<file path="config.mk">
export PLATFORM = sky130hd
export DESIGN_NAME = ppsel_top
export DESIGN_NICKNAME = d
export VERILOG_FILES = /design/src/verilog/ppsel_pkg.sv /design/src/verilog/ppsel_top.sv
export SDC_FILE = /design/constraint.sdc
export NUM_CORES = 1
export LEC_CHECK = 0
export ABC_CLOCK_PERIOD_IN_PS = 3300
export BUFFER_PORTS_ARGS = -buffer_cell sky130_fd_sc_hd__buf_2
export CAP_MARGIN = 0
export CORE_MARGIN = 8
export CORE_UTILIZATION = 56
export CTS_CLUSTER_DIAMETER = 60
export DETAILED_ROUTE_END_ITERATION = 7
export PLACE_DENSITY = 0.86
export SLEW_MARGIN = 0
export SYNTH_ARGS = -nofsm -noshare
export SYNTH_HDL_FRONTEND = slang
export SYNTH_SLANG_ARGS = --single-unit
</file>
<file path="constraint.sdc">
create_clock -name clk -period 3.3 [get_ports clk]
set_clock_uncertainty 0.2 [all_clocks]
set_input_delay 0.495 -clock clk [delete_from_list [all_inputs] [get_ports clk]]
set_output_delay 0.495 -clock clk [all_outputs]
set_load 0.02 [all_outputs]
</file>
<file path="src/verilog/ppsel_pkg.sv">
// Package for the P/PI mode switch selector: register map, fields, resets
package ppsel_pkg;

  // ----------------------------------------
  // Register byte offsets
  // ----------------------------------------
  localparam logic [7:0] PPSEL_OFF_CTRL = 8'h00;
  localparam logic [7:0] PPSEL_OFF_TRQ_LVL = 8'h04;
  localparam logic [7:0] PPSEL_OFF_SPD_LVL = 8'h08;
  localparam logic [7:0] PPSEL_OFF_ACC_LVL = 8'h0c;
  localparam logic [7:0] PPSEL_OFF_PERR_LVL = 8'h10;
  localparam logic [7:0] PPSEL_OFF_STATUS = 8'h14;

  // ----------------------------------------
  // Control register fields
  // ----------------------------------------
  localparam int PPSEL_CTRL_COND_LSB = 0;
  localparam int PPSEL_CTRL_METHOD_LSB = 4;

  // ----------------------------------------
  // Control method codes
  // ----------------------------------------
  localparam logic [3:0] PPSEL_METH_SPEED = 4'h0;
  localparam logic [3:0] PPSEL_METH_POSITION = 4'h1;
  localparam logic [3:0] PPSEL_METH_TORQUE = 4'h2;
  localparam logic [3:0] PPSEL_METH_SPD_ZCLAMP = 4'ha;
  localparam logic [3:0] PPSEL_METH_POS_INHIBIT = 4'hb;

  // ----------------------------------------
  // Mode switch condition codes
  // ----------------------------------------
  typedef enum logic [2:0] {
    PPSEL_COND_TORQUE = 3'b000,
    PPSEL_COND_SPEED = 3'b001,
    PPSEL_COND_ACCEL = 3'b010,
    PPSEL_COND_PERR = 3'b011,
    PPSEL_COND_OFF = 3'b100
  } ppsel_cond_type;

  // ----------------------------------------
  // Reset values and ranges
  // ----------------------------------------
  localparam logic [3:0] PPSEL_METHOD_RST = 4'h0;
  localparam logic [2:0] PPSEL_COND_RST = 3'h0;
  localparam logic [15:0] PPSEL_TRQ_LVL_RST = 16'h00c8;
  localparam logic [15:0] PPSEL_SPD_LVL_RST = 16'h0000;
  localparam logic [15:0] PPSEL_ACC_LVL_RST = 16'h0000;
  localparam logic [15:0] PPSEL_PERR_LVL_RST = 16'h0000;
  localparam logic [15:0] PPSEL_TRQ_LVL_MAX = 16'h0320;
  localparam logic [15:0] PPSEL_SPD_LVL_MAX = 16'h2710;
  localparam logic [15:0] PPSEL_ACC_LVL_MAX = 16'h7530;
  localparam logic [15:0] PPSEL_PERR_LVL_MAX = 16'h2710;

  // ----------------------------------------
  // AXI responses
  // ----------------------------------------
  localparam logic [1:0] PPSEL_RESP_OKAY = 2'b00;
  localparam logic [1:0] PPSEL_RESP_SLVERR = 2'b10;

endpackage : ppsel_pkg

</file>
<file path="src/verilog/ppsel_top.sv">
// P/PI mode switch selector for the speed loop, with AXI4-Lite registers
//
// Behaviour
// (RULE_01) Proportional-only allowed only while active method is speed or position control.
// (RULE_02) Method 0 speed (default), 1 position; external select may force P there.
// (RULE_03) Method 2 torque control ignores every request for proportional-only.
// (RULE_04) Method A speed/zero-clamp and B position/pulse-inhibit are also encoded.
// (RULE_05) Condition 0 torque, 1 speed, 2 accel, 3 position error, own thresholds.
// (RULE_06) Condition 4 disables automatic mode switching entirely.
// (RULE_07) Torque mode: P when torque reference exceeds threshold, 0-800 %, default 200.
// (RULE_08) Speed mode: P when speed reference exceeds threshold, 0-10000, default 0.
// (RULE_09) Accel mode: P when acceleration exceeds threshold, 0-30000, default 0.
// (RULE_10) Position error mode: P when error exceeds threshold, 0-10000, default 0.
// (RULE_11) Position error condition acts only in position control.
// (RULE_12) Select input low requests P, high requests PI; honoured where allowed.
// (RULE_13) P when permitted select or automatic condition asks; re-evaluated every cycle.
// (RULE_14) Absolute magnitude compared, so either sign switches symmetrically.
`timescale 1ns/1ps

module ppsel_top
  import ppsel_pkg::*;
(
  // Clock and reset
  input wire logic clk,
  input wire logic rstn,
  // AXI4-Lite write address
  input wire logic [7:0] s_axi_awaddr,
  input wire logic s_axi_awvalid,
  output logic s_axi_awready,
  // AXI4-Lite write data
  input wire logic [31:0] s_axi_wdata,
  input wire logic [3:0] s_axi_wstrb,
  input wire logic s_axi_wvalid,
  output logic s_axi_wready,
  // AXI4-Lite write response
  output logic [1:0] s_axi_bresp,
  output logic s_axi_bvalid,
  input wire logic s_axi_bready,
  // AXI4-Lite read address
  input wire logic [7:0] s_axi_araddr,
  input wire logic s_axi_arvalid,
  output logic s_axi_arready,
  // AXI4-Lite read data
  output logic [31:0] s_axi_rdata,
  output logic [1:0] s_axi_rresp,
  output logic s_axi_rvalid,
  input wire logic s_axi_rready,
  // Host select, active low
  input wire logic proportional_select_input_n,
  // Signed loop quantities, sampled every cycle
  input wire logic signed [15:0] torque_ref,
  input wire logic signed [15:0] speed_ref,
  input wire logic signed [15:0] accel_ref,
  input wire logic signed [31:0] position_error,
  // Loop mode out: high for proportional-only
  output logic p_control_q
);

  // ----------------------------------------
  // Registers
  // ----------------------------------------
  logic [3:0] control_method_select_q;
  logic [2:0] mode_switch_condition_select_q;
  logic [15:0] torque_switch_level_q;
  logic [15:0] speed_switch_level_q;
  logic [15:0] accel_switch_level_q;
  logic [15:0] position_error_switch_level_q;
  logic auto_req_q;
  logic ext_req_q;

  // ----------------------------------------
  // AXI write path
  // ----------------------------------------
  logic aw_held_q;
  logic w_held_q;
  logic [7:0] aw_addr_q;
  logic [31:0] w_data_q;
  logic [3:0] w_strb_q;
  logic do_write;
  logic [1:0] wr_resp;
  logic aw_held_d;
  logic w_held_d;
  logic bvalid_d;

  assign do_write = aw_held_q && w_held_q;

  // Next values of the hold flags and of the response valid
  always_comb begin
    aw_held_d = aw_held_q;
    w_held_d = w_held_q;
    bvalid_d = s_axi_bvalid;
    if (s_axi_awvalid && s_axi_awready) begin
      aw_held_d = 1'b1;
    end else if (do_write) begin
      aw_held_d = 1'b0;
    end
    if (s_axi_wvalid && s_axi_wready) begin
      w_held_d = 1'b1;
    end else if (do_write) begin
      w_held_d = 1'b0;
    end
    if (do_write) begin
      bvalid_d = 1'b1;
    end else if (s_axi_bready) begin
      bvalid_d = 1'b0;
    end
  end

  // Address and data captured in either order
  always_ff @(posedge clk or negedge rstn) begin
    if (!rstn) begin
      aw_held_q <= 1'b0;
      w_held_q <= 1'b0;
      aw_addr_q <= 8'h00;
      w_data_q <= 32'h0000_0000;
      w_strb_q <= 4'h0;
    end else begin
      aw_held_q <= aw_held_d;
      w_held_q <= w_held_d;
      if (s_axi_awvalid && s_axi_awready) begin
        aw_addr_q <= s_axi_awaddr;
      end
      if (s_axi_wvalid && s_axi_wready) begin
        w_data_q <= s_axi_wdata;
        w_strb_q <= s_axi_wstrb;
      end
    end
  end

  always_comb begin
    unique case (aw_addr_q)
      PPSEL_OFF_CTRL, PPSEL_OFF_TRQ_LVL, PPSEL_OFF_SPD_LVL,
      PPSEL_OFF_ACC_LVL, PPSEL_OFF_PERR_LVL: wr_resp = PPSEL_RESP_OKAY;
      default: wr_resp = PPSEL_RESP_SLVERR;
    endcase
  end

  always_ff @(posedge clk or negedge rstn) begin
    if (!rstn) begin
      s_axi_bvalid <= 1'b0;
      s_axi_bresp <= PPSEL_RESP_OKAY;
    end else begin
      s_axi_bvalid <= bvalid_d;
      if (do_write) begin
        s_axi_bresp <= wr_resp;
      end
    end
  end

  // Readies from flops, loaded with what a gate on the next flop state would show
  always_ff @(posedge clk or negedge rstn) begin
    if (!rstn) begin
      s_axi_awready <= 1'b1;
      s_axi_wready <= 1'b1;
    end else begin
      s_axi_awready <= !aw_held_d && !bvalid_d;
      s_axi_wready <= !w_held_d && !bvalid_d;
    end
  end

  // Clamp a written level to its documented range; out-of-range writes saturate
  function automatic logic [15:0] clamp_level(input logic [15:0] v, input logic [15:0] mx);
    clamp_level = (v > mx) ? mx : v;
  endfunction : clamp_level

  // Configuration registers
  always_ff @(posedge clk or negedge rstn) begin
    if (!rstn) begin
      control_method_select_q <= PPSEL_METHOD_RST;
      mode_switch_condition_select_q <= PPSEL_COND_RST;
      torque_switch_level_q <= PPSEL_TRQ_LVL_RST;
      speed_switch_level_q <= PPSEL_SPD_LVL_RST;
      accel_switch_level_q <= PPSEL_ACC_LVL_RST;
      position_error_switch_level_q <= PPSEL_PERR_LVL_RST;
    end else if (do_write) begin
      unique case (aw_addr_q)
        PPSEL_OFF_CTRL: begin
          if (w_strb_q[0]) begin
            mode_switch_condition_select_q <= w_data_q[PPSEL_CTRL_COND_LSB +: 3];
            // (RULE_04) Full method code kept
            control_method_select_q <= w_data_q[PPSEL_CTRL_METHOD_LSB +: 4];
          end
        end
        PPSEL_OFF_TRQ_LVL: begin
          // (RULE_07) Torque level range
          if (&w_strb_q[1:0]) torque_switch_level_q <= clamp_level(w_data_q[15:0], PPSEL_TRQ_LVL_MAX);
        end
        PPSEL_OFF_SPD_LVL: begin
          // (RULE_08) Speed level range
          if (&w_strb_q[1:0]) speed_switch_level_q <= clamp_level(w_data_q[15:0], PPSEL_SPD_LVL_MAX);
        end
        PPSEL_OFF_ACC_LVL: begin
          // (RULE_09) Accel level range
          if (&w_strb_q[1:0]) accel_switch_level_q <= clamp_level(w_data_q[15:0], PPSEL_ACC_LVL_MAX);
        end
        PPSEL_OFF_PERR_LVL: begin
          // (RULE_10) Error level range
          if (&w_strb_q[1:0]) begin
            position_error_switch_level_q <= clamp_level(w_data_q[15:0], PPSEL_PERR_LVL_MAX);
          end
        end
        default: begin
        end
      endcase
    end
  end

  // ----------------------------------------
  // AXI read path
  // ----------------------------------------
  logic [31:0] rd_data;
  logic [1:0] rd_resp;
  logic rvalid_d;

  // Next value of the read valid
  always_comb begin
    rvalid_d = s_axi_rvalid;
    if (s_axi_arvalid && s_axi_arready) begin
      rvalid_d = 1'b1;
    end else if (s_axi_rready) begin
      rvalid_d = 1'b0;
    end
  end

  always_comb begin
    rd_data = 32'h0000_0000;
    rd_resp = PPSEL_RESP_OKAY;
    unique case (s_axi_araddr)
      PPSEL_OFF_CTRL: rd_data = {24'h00_0000, control_method_select_q, 1'b0, mode_switch_condition_select_q};
      PPSEL_OFF_TRQ_LVL: rd_data = {16'h0000, torque_switch_level_q};
      PPSEL_OFF_SPD_LVL: rd_data = {16'h0000, speed_switch_level_q};
      PPSEL_OFF_ACC_LVL: rd_data = {16'h0000, accel_switch_level_q};
      PPSEL_OFF_PERR_LVL: rd_data = {16'h0000, position_error_switch_level_q};
      PPSEL_OFF_STATUS: rd_data = {29'h0000_0000, auto_req_q, ext_req_q, p_control_q};
      default: rd_resp = PPSEL_RESP_SLVERR;
    endcase
  end

  always_ff @(posedge clk or negedge rstn) begin
    if (!rstn) begin
      s_axi_rvalid <= 1'b0;
      s_axi_rdata <= 32'h0000_0000;
      s_axi_rresp <= PPSEL_RESP_OKAY;
    end else if (s_axi_arvalid && s_axi_arready) begin
      s_axi_rvalid <= 1'b1;
      s_axi_rdata <= rd_data;
      s_axi_rresp <= rd_resp;
    end else if (s_axi_rready) begin
      s_axi_rvalid <= 1'b0;
    end
  end

  // Read ready from a flop; one read at a time, so it falls with every accepted address
  always_ff @(posedge clk or negedge rstn) begin
    if (!rstn) begin
      s_axi_arready <= 1'b1;
    end else begin
      s_axi_arready <= !rvalid_d;
    end
  end

  // ----------------------------------------
  // Method decode
  // ----------------------------------------
  logic method_speed;
  logic method_position;
  logic p_permitted;

  // (RULE_02) Speed and position codes
  assign method_speed = (control_method_select_q == PPSEL_METH_SPEED);
  assign method_position = (control_method_select_q == PPSEL_METH_POSITION);
  // (RULE_01) Only speed or position; torque and combos excluded
  // (RULE_03) Torque blocks P requests
  assign p_permitted = method_speed || method_position;

  // ----------------------------------------
  // Magnitudes and comparison
  // ----------------------------------------
  logic [15:0] trq_mag;
  logic [15:0] spd_mag;
  logic [15:0] acc_mag;
  logic [31:0] perr_mag;
  logic auto_hit;

  // (RULE_14) Absolute values; the most negative code wraps to its own magnitude
  ppsel_abs_mag #(.WIDTH(16)) u_trq_mag (.value(torque_ref), .mag(trq_mag));
  ppsel_abs_mag #(.WIDTH(16)) u_spd_mag (.value(speed_ref), .mag(spd_mag));
  ppsel_abs_mag #(.WIDTH(16)) u_acc_mag (.value(accel_ref), .mag(acc_mag));
  ppsel_abs_mag #(.WIDTH(32)) u_perr_mag (.value(position_error), .mag(perr_mag));

  always_comb begin
    auto_hit = 1'b0;
    // (RULE_05) Source select per condition
    unique case (mode_switch_condition_select_q)
      // (RULE_07) Torque exceeds level
      PPSEL_COND_TORQUE: auto_hit = trq_mag > torque_switch_level_q;
      // (RULE_08) Speed exceeds level
      PPSEL_COND_SPEED: auto_hit = spd_mag > speed_switch_level_q;
      // (RULE_09) Accel exceeds level
      PPSEL_COND_ACCEL: auto_hit = acc_mag > accel_switch_level_q;
      // (RULE_10) Error exceeds level
      // (RULE_11) Position control only
      PPSEL_COND_PERR: auto_hit = method_position && (perr_mag > {16'h0000, position_error_switch_level_q});
      // (RULE_06) Switch disabled
      PPSEL_COND_OFF: auto_hit = 1'b0;
      default: auto_hit = 1'b0;
    endcase
  end

  // ----------------------------------------
  // Mode output
  // ----------------------------------------
  // (RULE_13) Either request, every cycle
  always_ff @(posedge clk or negedge rstn) begin
    if (!rstn) begin
      p_control_q <= 1'b0;
    end else begin
      // (RULE_12) Low level requests P
      p_control_q <= p_permitted && (auto_hit || !proportional_select_input_n);
    end
  end

  // Status copies are registered, so a read shows the same cycle as the mode output
  always_ff @(posedge clk or negedge rstn) begin
    if (!rstn) begin
      auto_req_q <= 1'b0;
      ext_req_q <= 1'b0;
    end else begin
      auto_req_q <= auto_hit;
      ext_req_q <= !proportional_select_input_n;
    end
  end

endmodule : ppsel_top

// ----------------------------------------
// Magnitude of a signed loop quantity
// ----------------------------------------
// The most negative code has no positive twin; it wraps to its own bit pattern
module ppsel_abs_mag #(
  parameter int WIDTH = 16
) (
  // Signed value in
  input wire logic signed [WIDTH-1:0] value,
  // Unsigned magnitude out
  output logic [WIDTH-1:0] mag
);

  assign mag = value[WIDTH-1] ? WIDTH'(-value) : WIDTH'(value);

endmodule : ppsel_abs_mag

</file>
## Yosys cells after proc, flatten, opt, wreduce, memory -nomap -nowiden

Cells that the tools add are included.

| operators by class | value |
|---|---|
| add/sub/neg operators | 4 |
| mux-type cells | 19 |
| reductions and logical operators | 26 |
| eq/ne operators | 13 |
| $lt $le $gt $ge | 7 |

Operators by type and width:

| cell | count |
|---|---|
| 2-to-1 mux 16 bit | 6 |
| one-hot mux 16 bit (6 select lines) | 1 |
| greater-than comparator 16 bit | 3 |
| negation 16 bit | 3 |
| equality test 8 x 4 -> 1 bit, second input constant | 4 |
| greater-than comparator 32 x 16 -> 1 bit | 1 |
| 2-to-1 mux 32 bit | 1 |
| negation 32 bit | 1 |
| equality test 8 x 5 -> 1 bit, second input constant | 3 |
| equality test 8 x 3 -> 1 bit, second input constant | 2 |
| greater-than comparator 16 x 10 -> 1 bit, second input constant | 1 |
| greater-than comparator 16 x 14 -> 1 bit, second input constant | 1 |
| greater-than comparator 16 x 15 -> 1 bit, second input constant | 1 |
| logical NOT 8 bit | 2 |
| AND reduction 4 bit | 4 |
| logical AND 1 bit | 8 |
| 2-to-1 mux 1 bit | 8 |
| equality test 3 x 2 -> 1 bit, second input constant | 2 |
| OR reduction 6 bit | 1 |
| logical NOT 1 bit | 5 |
| OR reduction 5 bit | 1 |
| equality test 4 x 1 -> 1 bit, second input constant | 1 |
| logical NOT 4 bit | 1 |
| 2-to-1 mux 2 bit | 2 |
| other kinds (5) | 6 |

| storage, ports and cells | value |
|---|---|
| flip-flop bits (word level) | 143 |
| output and inout bits | 42 |
| input port bits | 140 |

## Logic depth before layout (Yosys ltp)

Gate-level depths: netlist of the first run.

| depth | value |
|---|---|
| word-level depth | 7 |
| mapped depth | 17 |
| mapped depth without buffers | 17 |

## Hierarchy

From an unflattened synthesis of the first run, not the netlist that was laid out.

| unflattened totals | value |
|---|---|
| cells, all modules | 938 |
| area, all modules | 8,765.9 um2 |

By module, submodules not included:

| module | times used | area an instance (um2) | cells an instance |
|---|---|---|---|
| ppsel_top | 1 | 6,974.2 | 689 |
| ppsel_abs_mag (u_acc_mag ...) | 3 | 366.6 | 51 |
| ppsel_abs_mag (u_perr_mag) | 1 | 691.9 | 96 |

## Least setup slack after synthesis of the first run

Ideal clock, no wire load.

| path | value |
|---|---|
| kind | input port to flip-flop |
| start | input position_error[0] |
| end | register auto_req_q |
| required time | 2.968 ns |
| path buffers | 1 |
| setup time | 0.132 ns |
| slack | -0.616 ns |
| arrival time | 3.584 ns |
| stages on the path | 16 |
| cells stage by stage | inv_1 ha_1 or3b_2 clkbuf_1 or3_2 o31ai_1 xnor2_1 ha_1 and4_1 nand4_1 a21o_1 and4_1 o211ai_1 nor4_2 a31oi_1 nand3b_1 |

| on the way | value |
|---|---|
| longest elaborated chain between the ends | 5 |

Ends and longest elaborated chain:

| item | RTL line | text |
|---|---|---|
| start, declared | ppsel_top.sv:54 | `input wire logic signed [31:0] position_error,` |
| negation 32 bit | ppsel_top.sv:349 | `assign mag = value[WIDTH-1] ? WIDTH'(-value) : WIDTH'(value);` |
| 2-to-1 mux 32 bit (*) | ppsel_top.sv:349 |  |
| greater-than comparator 32 x 16 -> 1 bit (*) | ppsel_top.sv:303 | `PPSEL_COND_PERR: auto_hit = method_position && (perr_mag > {16'h0000, position_error_switch_level_q});` |
| logical AND 1 bit (*) | ppsel_top.sv:303 |  |
| one-hot mux 1 bit (4 select lines) (*) | ppsel_top.sv:294 | `unique case (mode_switch_condition_select_q)` |
| via auto_hit | ppsel_top.sv:283 | `logic auto_hit;` |
| end signal, assigned | ppsel_top.sv:329 | `auto_req_q <= auto_hit;` |
| end, declared | ppsel_top.sv:68 | `logic auto_req_q;` |

Mark *: on every way through the listed nets, which the timed path passes. The rest lies on a longest branch.
A chain may end at the register's enable or synchronous reset.

## Worst setup path in the final report of the first run

| path | value |
|---|---|
| start | input position_error[7] |
| end | register auto_req_q |

The elaborated chain is that of the path after synthesis.

==> reports/results.txt, run 1 <==
outcome - complete, but fails checks
failing checks - setup timing
Final min period - 3.485 ns
Hold Startpoint - s_axi_bready
vias per cell - 6.073
WS Path Type - in2reg
Post-synth ARST share - 1.000
starting density of the core - 0.5715
depth of the CTS H-tree - 4
fin nets - 1370
# rows - 45
# IOs - 182
final core occ - 0.7159
largest net degree at the start of global routing - 56
root buffer cell - clkbuf_16
Seq/Total Area, Yosys - 0.3609
syn avg cell area - 9.107 µm²
LEAKAGE - 4.867 nW
Final Slew Violations - 0
Crit path largest cell delay - 0.56 ns
CP max FO - 4
multi-input logic area - 5214 µm²
max-cap viol count - 0
reg2reg start - aw_addr_q[0]
worst path required time - 3.40 ns
area grow syn2layout - 25.26%
Core Region - 15200 µm²
Fill cells - 1087
worst skew pair latency - 0.43 ns
Relative slew margins - 0.4941
ys flop type - dfrtp_1
detailed-route via count - 8278
Synth Register Bits - 125
post-detail-place hpwl - 18920 µm
CTS buffer count - 17
number of port buffers - 145
Worst EP arrival - 3.59 ns
Slowest cell on crit path - or4_4
Hold Path Depth - 2
Power Total - 0.005471 W
crit-path leading delay family - simple AND/OR/NAND/NOR gates
final WL - 25560 µm
CTS tree - yes
register area - 3136 µm²
final hold slack - 0.07705 ns
DRC viols - 0
DIE WIDTH - 140.6 µm
maximum clock path buffer count - 2
# diodes - 0
internal reg-to-reg setup slack - 0.42 ns
CP Cell Sequence - buf_6 > or4_4 > buf_6 > o41ai_1 > xnor2_1 > ha_1 > and3_1 > a22o_1 > o21ai_0 > and4_1 > o211ai_1 > nor4_2 > a31oi_2 > nand3b_1
Tcrit/Tclk final - 1.056
routability-driven placement congestion ratio - 0.9449
slew of the pin with the lowest slew margin - 0.7571 ns
vias in the first global route - 8277
antenna violations before repair - 0
CP Buf/Inv Count - 2
drt pass-1 iters - 6
Tot GR Track Use - 0.2529
first-pass GRT wire length - 40370 µm
total grt overflow - 0
RSZ-0062 raised after global routing - true
DIE AREA - 19760 µm²
CP endpoint kind - flop
final number of setup-violating endpoints - 2
CP most frequent cell - buf_6
r2r endpoint - torque_switch_level_q[5]
Cells after Synth - 954
CTS Sinks - 125
P per Cell Area - 502.7 nW/µm²
Post-Syn Area - 8688 µm²
post-synth cell types - 68
EDFF count, synth - 0
maximum vdd drop - 0.5565 mV
layout cells sized above 1 - 0.2902
initial drt markers - 841
setup_tns - -0.3658 ns
Yosys warnings - 0
Die Ht - 140.6 µm
final hold vios - 0
startpoint class of the critical path - primary input
clk slew on worst S/H paths - 0.06 ns
Hold EP - s_axi_bvalid
fmax - 286.9 MHz
worst hold-check path type - in2reg
routed length per instance - 18.75 µm
Setup WS post-layout - -0.1855 ns
R2R cell count - 7
antenna viol nets, final - 0
## power breakdown
group / internal (W) / leakage, nW / switching (W)
combinational: 0.000635 / 2.94 / 0.000725
clock: 0.00119 / 0.291 / 0.000727
sequential: 0.00180 / 1.64 / 0.000393
total: 0.00363 / 4.87 / 0.00184
## how the worst max path moves through the flow
stage	from	to	slack (ns)	cells after the start
3_5_place_dp	accel_ref[3]	p_control_q	-0.65	15
5_1_grt	position_error[7]	auto_req_q	-0.29	14
3_3_place_gp	accel_ref[3]	p_control_q	-0.57	16
4_1_cts	speed_ref[7]	p_control_q	-0.17	14
2_1_floorplan	speed_ref[7]	p_control_q	-0.30	13
6_report	position_error[7]	auto_req_q	-0.19	14
## kinds of logic (layout without fill, tap and decap cells)
group	after synthesis	in the layout	share of synthesized area
flip-flops	125	125	0.3609
buffers and inverters	135	339	0.06711
other	1	18	0.0004316
XOR/XNOR	54	54	0.05444
AND/OR/NAND/NOR	273	273	0.1669
AO/OA/AOI/OAI	256	256	0.1992
adder cells (fa/ha/maj)	68	68	0.09793
multiplexers	42	42	0.05314
## flip-flops by register name, indices dropped and copies added, names as in the netlist, 2 cells and up
name                            cells
accel_switch_level_q               16
aw_addr_q                           8
control_method_select_q             4
mode_switch_condition_select_q      3
position_error_switch_level_q      16
s_axi_rdata                        16
speed_switch_level_q               16
torque_switch_level_q              16
w_data_q                           16
w_strb_q                            2
## cell usage after synthesis, types with 21 or more instances
cell type  number  area, µm²
inv_1          82      307.8
ha_1           68      850.8
nand2_1       105      394.1
a21o_1         22      165.2
a22o_1         30      262.8
clkbuf_1       32      120.1
xnor2_1        54      473.0
nor2_1         29      108.9
mux2_2         33      371.6
dfrtp_1       119       2978
o21ai_0        73      365.4
a21oi_1        38      190.2
nor3_1         21      105.1
## cells in the final DEF (no fill, tap or decap), types with 8 or more instances in the layout
cell type,instances
buf_2,139
dfrtp_1,119
nand2_1,105
inv_1,80
buf_4,77
o21ai_0,68
ha_1,67
xnor2_1,53
a21oi_1,35
mux2_2,33
a22o_1,30
nor2_1,29
a21o_1,22
nor3_1,20
nand4_1,18
conb_1,18
clkbuf_16,17
nand3_1,15
o31ai_1,13
nor2b_1,11
a22oi_1,11
a221oi_1,10
mux2i_1,9
o21a_1,8
and2_1,8
## area by class of cell
class	instances	share of cell area
clock buffers	17	0.03909
clock inverters	15	0.01656
inverters	82	0.02851
multi-input cells	711	0.4791
flip-flops and latches	125	0.2881
well taps	188	0.02161
repair buffers	225	0.1270
## stage by stage
stage / area, µm² / std cells / setup WS [ns]
4_1_cts: 10720 / 1359 / -0.1676
3_3_place_gp: 10050 / 1324 / -0.5716
6_report: 10880 / 1363 / -0.1855
3_5_place_dp: 10050 / 1324 / -0.6519
2_1_floorplan: 8812 / 971 / -0.3046
5_1_grt: 10880 / 1363 / -0.2922
## per-layer routing
| metal | global-route usage | wire length [µm] | vias to the layer above |
|---|---|---|---|
| li1 | - | - | 3843 |
| met5 | 0 | 0 | - |
| met1 | 0.3147 | 10390 | 3882 |
| met4 | 0.1171 | 952 | 0 |
| met3 | 0.07475 | 2463 | 94 |
| met2 | 0.3981 | 11750 | 459 |
## what timing repair did
action	in CTS	in global routing
setup buffers	2	4
pin swaps	12	23
endpoints found under the setup margin	2	2
hold buffers	1	0
gates resized for setup	11	30
hold endpoints to repair	48	0
Power figures use the tool's default switching activity.
==> inputs of run 2 (changes only) <==
==> constraint.sdc (replaced) <==
create_clock -name clk -period 3.3 [get_ports clk]
set_clock_uncertainty 0.2 [all_clocks]
set_input_delay 0.165 -clock clk [delete_from_list [all_inputs] [get_ports clk]]
set_output_delay 0.165 -clock clk [all_outputs]
set_load 0.02 [all_outputs]
==> run 2 against run 1 <==
Compared with the run above: the flow now finishes without violations; utilization increased by 0.63 points; non-clock buffer count increased by 11; clock-buffer cell count increased by 1; sequential share of layout area decreased by 0.25 points; largest cell class unchanged; largest power group unchanged.
==> reports/results.txt, run 2 (synthesis results as in run 1) <==
outcome - complete, no violations
DIE WIDTH - 140.6 µm
DRC viols - 0
Slowest cell on crit path - or4_4
CP endpoint kind - flop
# rows - 45
# IOs - 182
most frequent cells in the layout - buf_2 (142), dfrtp_1 (119), nand2_1 (105)
maximum vdd drop - 0.5607 mV
antenna viol nets, final - 0
area grow syn2layout - 26.37%
final hold vios - 0
max-cap viol count - 0
Tcrit/Tclk final - 0.9725
largest net degree at the start of global routing - 64
LEAKAGE - 4.885 nW
starting density of the core - 0.5715
routability-driven placement congestion ratio - 0.9299
internal cell power - 0.003528 W
Core Region - 15200 µm²
WS Path Type - in2reg
Final Slew Violations - 0
vias in the first global route - 8361
Worst EP arrival - 3.30 ns
startpoint class of the critical path - primary input
Finished Cell Area - 10980 µm²
CP Cell Sequence - buf_2 > or4_4 > or2_4 > o21ai_2 > xnor2_1 > ha_1 > and3_1 > a22o_1 > o21ai_2 > and4_1 > o211ai_1 > nor4_2 > a31oi_2 > nand3b_1
fmax - 311.6 MHz
CTS tree - yes
final WL - 27060 µm
detailed-route via count - 8565
Switching Share - 0.3508
total grt overflow - 0
CP max FO - 3
depth of the CTS H-tree - 4
most common cell after layout, fill and taps aside - buf_2
maximum clock path buffer count - 2
clk slew on worst S/H paths - 0.06 ns
Clk pwr share - 0.339
number of port buffers - 145
final hold slack - 0.07939 ns
placed cell count - 1309
worst path required time - 3.39 ns
CTS buffer count - 17
DIE AREA - 19760 µm²
worst hold-check path type - in2reg
initial drt markers - 986
Non-Filler Instances - 1374
Post-Place Cell Area - 9922 µm²
CP most frequent cell - o21ai_2
Die Ht - 140.6 µm
layout cells sized above 1 - 0.2681
drt pass-1 iters - 6
post-detail-place hpwl - 19400 µm
Comb pwr share - 0.257
fin nets - 1381
P per Cell Area - 495.0 nW/µm²
root buffer cell - clkbuf_16
routed length per instance - 19.70 µm
worst skew pair latency - 0.42 ns
final number of setup-violating endpoints - 0
Relative slew margins - 0.4772
CTS Sinks - 125
vias per cell - 6.234
first-pass GRT wire length - 42100 µm
Flop pwr share - 0.404
switching power - 0.001907 W
Crit path largest cell delay - 0.55 ns
slew of the pin with the lowest slew margin - 0.7843 ns
# diodes - 0
Tot GR Track Use - 0.2646
Final min period - 3.209 ns
antenna violations before repair - 1
run 2: changes by cell type in the layout (fill, tap and decap cells not counted), moves of 2 or more:
cell and delta:
dlygate4sd3_1 +30, a21oi_1 +3, bufinv_16 -2, buf_6 -4
o31ai_1 +2, buf_4 -18, buf_2 +3, a21oi_2 -3
o41ai_1 -2, inv_6 +3, clkinv_2 -3
run 2: critical path: cells and delay by family:
family          cells  cell delay (ns)
compound gates      5             0.80
xor+xnor            1             0.16
fa+ha+maj           1             0.30
buf+inv             1             0.11
simple gates        6             1.76
run 2: path summary, 6_finish.rpt:
path,to,cells past startpoint,startpoint,slack [ns]
setup / recovery,auto_req_q,14,position_error[7],0.09
hold / removal,s_axi_rdata[1],4,s_axi_araddr[3],0.08
setup reg to reg,accel_switch_level_q[9],9,aw_addr_q[0],0.33
hold reg to reg,s_axi_rdata[1],2,s_axi_rdata[1],0.29
max in group asynchronous,position_error_switch_level_q[9],3,rstn,1.96
min in group asynchronous,accel_switch_level_q[12],2,rstn,0.18
run 2: metal layers:
| metal | vias up | share of wire | GRT usage |
|---|---|---|---|
| met4 | 2 | 0.032 | 0.09615 |
| met5 | - | 0.00059 | 0 |
| met3 | 79 | 0.093 | 0.06354 |
| met2 | 516 | 0.49 | 0.4454 |
| met1 | 4092 | 0.39 | 0.3243 |
| li1 | 3876 | - | - |
run 2: cell type report:
class / instances / area (µm²)
multi-input combinational: 711 / 5195
fill: 1052 / 4223
inverter: 82 / 312.8
clock buffer: 18 / 439.2
clock inverter: 14 / 143.9
timing repair buffer: 236 / 1518
tap: 188 / 235.2
sequential: 125 / 3136
run 2: power by group through the flow:
stage / Combinational [W] / Clock [W] / Sequential (W)
6_report: 0.00140 / 0.00184 / 0.00220
5_1_grt: 0.00153 / 0.00191 / 0.00221
3_3_place_gp: 0.00124 / 0 / 0.00216
3_5_place_dp: 0.00129 / 0 / 0.00218
2_1_floorplan: 0.000882 / 0 / 0.00205
4_1_cts: 0.00134 / 0.00184 / 0.00217
run 2: what timing repair did:
| action | 4_1_cts | 5_1_grt |
|---|---|---|
| endpoints found under the setup margin | 1 | 2 |
| hold buffers | 31 | 0 |
| pin swaps | 0 | 15 |
| setup buffers | 0 | 2 |
| endpoints found under the hold margin | 93 | 0 |
| resized for setup | 1 | 36 |
run 2: through the flow:
step	setup WS [ns]	TNS (ns)	total power, W	util
6_report	0.09076	0	0.005435	0.7222
3_5_place_dp	-0.4051	-0.7837	0.003479	0.6527
2_1_floorplan	-0.01621	-0.01621	0.002928	-
5_1_grt	-0.06536	-0.09940	0.005657	0.7222
4_1_cts	0.03004	0	0.005348	0.7118
3_3_place_gp	-0.2893	-0.5210	0.003399	0.6527
==> inputs of run 3 (changes only) <==
- REMOVE_ABC_BUFFERS: default -> 1
==> run 3 against run 2 <==
Compared with the run above: final cell count rose by 0.22%; critical endpoint unchanged; flip-flop and latch count unchanged; largest power group unchanged; design area is 0.14% lower; sequential share of layout area about the same; hold slack got worse by 0.058 ns; register-to-register slack got worse by 0.04 ns; combinational power hardly changed; sequential power hardly changed.
==> reports/results.txt, run 3 (synthesis results as in run 1) <==
routability-driven placement congestion ratio - 0.9469
Relative slew margins - 0.4324
DIE WIDTH - 140.6 µm
WS Path Type - in2reg
vias in the first global route - 8560
DIE AREA - 19760 µm²
root buffer cell - clkbuf_16
CP max FO - 3
DRC viols - 0
detailed-route via count - 8575
final hold vios - 0
# IOs - 182
critical path launch point - position_error[1]
CP Cell Sequence - buf_2 > buf_4 > or4_4 > buf_4 > o41ai_1 > xnor2_1 > ha_1 > and4_1 > nand4_1 > a21o_1 > and4_1 > o211ai_1 > nor4_2 > a31oi_1 > nand3b_1
Final Slew Violations - 0
most frequent cells in the layout - buf_2 (144), dfrtp_1 (119), nand2_1 (105)
reg2reg start - aw_addr_q[0]
antenna viol nets, final - 0
CTS Sinks - 125
most common cell after layout, fill and taps aside - buf_2
final WL - 27140 µm
final number of setup-violating endpoints - 0
drt pass-1 iters - 6
Crit path depth - 15
LEAKAGE - 4.890 nW
Tot GR Track Use - 0.2698
slew of the pin with the lowest slew margin - 0.8514 ns
max-cap viol count - 0
clk slew on worst S/H paths - 0.06 ns
fin nets - 1384
crit-path leading delay family - simple AND/OR/NAND/NOR gates
Tcrit/Tclk final - 0.9613
antenna violations before repair - 0
crit path capture - auto_req_q
CP endpoint kind - flop
final core occ - 0.7212
largest net degree at the start of global routing - 67
startpoint class of the critical path - primary input
starting density of the core - 0.5715
Core Region - 15200 µm²
Worst EP arrival - 3.28 ns
P per Cell Area - 502.3 nW/µm²
layout cells sized above 1 - 0.2691
depth of the CTS H-tree - 4
outcome - complete, no violations
Crit path largest cell delay - 0.52 ns
worst hold-check path type - in2reg
Final min period - 3.172 ns
CTS buffer count - 17
CP Buf/Inv Count - 3
routed length per instance - 19.71 µm
post-detail-place hpwl - 19080 µm
maximum clock path buffer count - 2
Die Ht - 140.6 µm
vias per cell - 6.227
maximum vdd drop - 0.5829 mV
worst skew pair latency - 0.43 ns
# rows - 45
r2r endpoint - accel_switch_level_q[11]
first-pass GRT wire length - 43190 µm
CTS tree - yes
Non-Filler Instances - 1377
Slowest cell on crit path - or4_4
fmax - 315.2 MHz
placed cell count - 1312
internal reg-to-reg setup slack - 0.29 ns
# diodes - 0
initial drt markers - 999
total grt overflow - 0
area grow syn2layout - 26.20%
worst path required time - 3.41 ns
final hold slack - 0.02132 ns
number of port buffers - 145
R2R cell count - 8
==> run 3: changes by cell type in the layout (fill, tap and decap cells not counted), sizes merged <==
| cell | change |
|---|---|
| clkinvlp | +1 |
| clkbuf | -1 |
| bufinv | +1 |
| inv | -1 |
| buf | +3 |
==> run 3: per-stage QoR <==
stage / TNS (ns) / setup WS (ns) / total power [W] / instance area (µm²)
floorplan: -0.4179 / -0.2165 / 0.002875 / 8477
global placement: -0.8259 / -0.4205 / 0.003393 / 9911
detailed placement: -1.161 / -0.5868 / 0.003478 / 9911
CTS: 0 / 0.01845 / 0.005426 / 10840
global route: -0.02558 / -0.01306 / 0.005726 / 10960
finish: 0 / 0.1276 / 0.005508 / 10960
==> run 3: worst register-to-register path: stages (launching register included) <==
cell and delay (ns):
dfrtp_1 0.38, or4_1 0.52, nor2_1 0.17, nand4_1 0.23
nor3b_2 0.37, nand3_1 0.20, nor3_2 0.55, nand2_1 0.20
o21ai_0 0.11
==> run 3: timing repair <==
item / CTS / global route
hold buffers: 31 / 0
endpoints found under the hold margin: 96 / 0
resized for setup: 3 / 31
buffers inserted: 1 / 1
setup endpoints to repair: 2 / 2
pin swaps: 5 / 11
==> run 3: power breakdown <==
group / internal (W) / switching [W] / total [W]
clock network: 0.00114 / 0.000780 / 0.00191
registers: 0.00180 / 0.000391 / 0.00219
logic: 0.000649 / 0.000756 / 0.00141
==> run 3: worst min-delay path by stage <==
stage | slack, ns | depth (start not counted) | endpoint | start
final | 0.02 | 4 | s_axi_rdata[1] | s_axi_araddr[3]
after global routing | 0.07 | 4 | s_axi_rdata[1] | s_axi_araddr[3]
after CTS | 0.007 | 4 | s_axi_rdata[1] | s_axi_araddr[3]
after detailed placement | 0.12 | 1 | w_data_q[1] | rstn
after global placement | 0.11 | 1 | w_data_q[1] | rstn
after floorplan | -0.33 | 0 | accel_switch_level_q[0] | rstn
==> run 3: layer usage <==
| layer | share of wire | GRT usage | wire length (µm) | up-vias |
|---|---|---|---|---|
| li1 | - | - | - | 3877 |
| met1 | 0.40 | 0.3372 | 10860 | 4085 |
| met2 | 0.46 | 0.4316 | 12620 | 505 |
| met3 | 0.090 | 0.06592 | 2448 | 108 |
| met4 | 0.045 | 0.1284 | 1211 | 0 |
| met5 | 0 | 0 | 0 | - |
==> run 3: cell type report <==
class | count | area [µm²]
multi-input cells | 711 | 5164
fillers | 1051 | 4238
flip-flops and latches | 125 | 3136
repair buffers | 239 | 1524
clock buffers | 17 | 425.4
inverters | 82 | 307.8
well taps | 188 | 235.2
clock inverters | 15 | 172.7
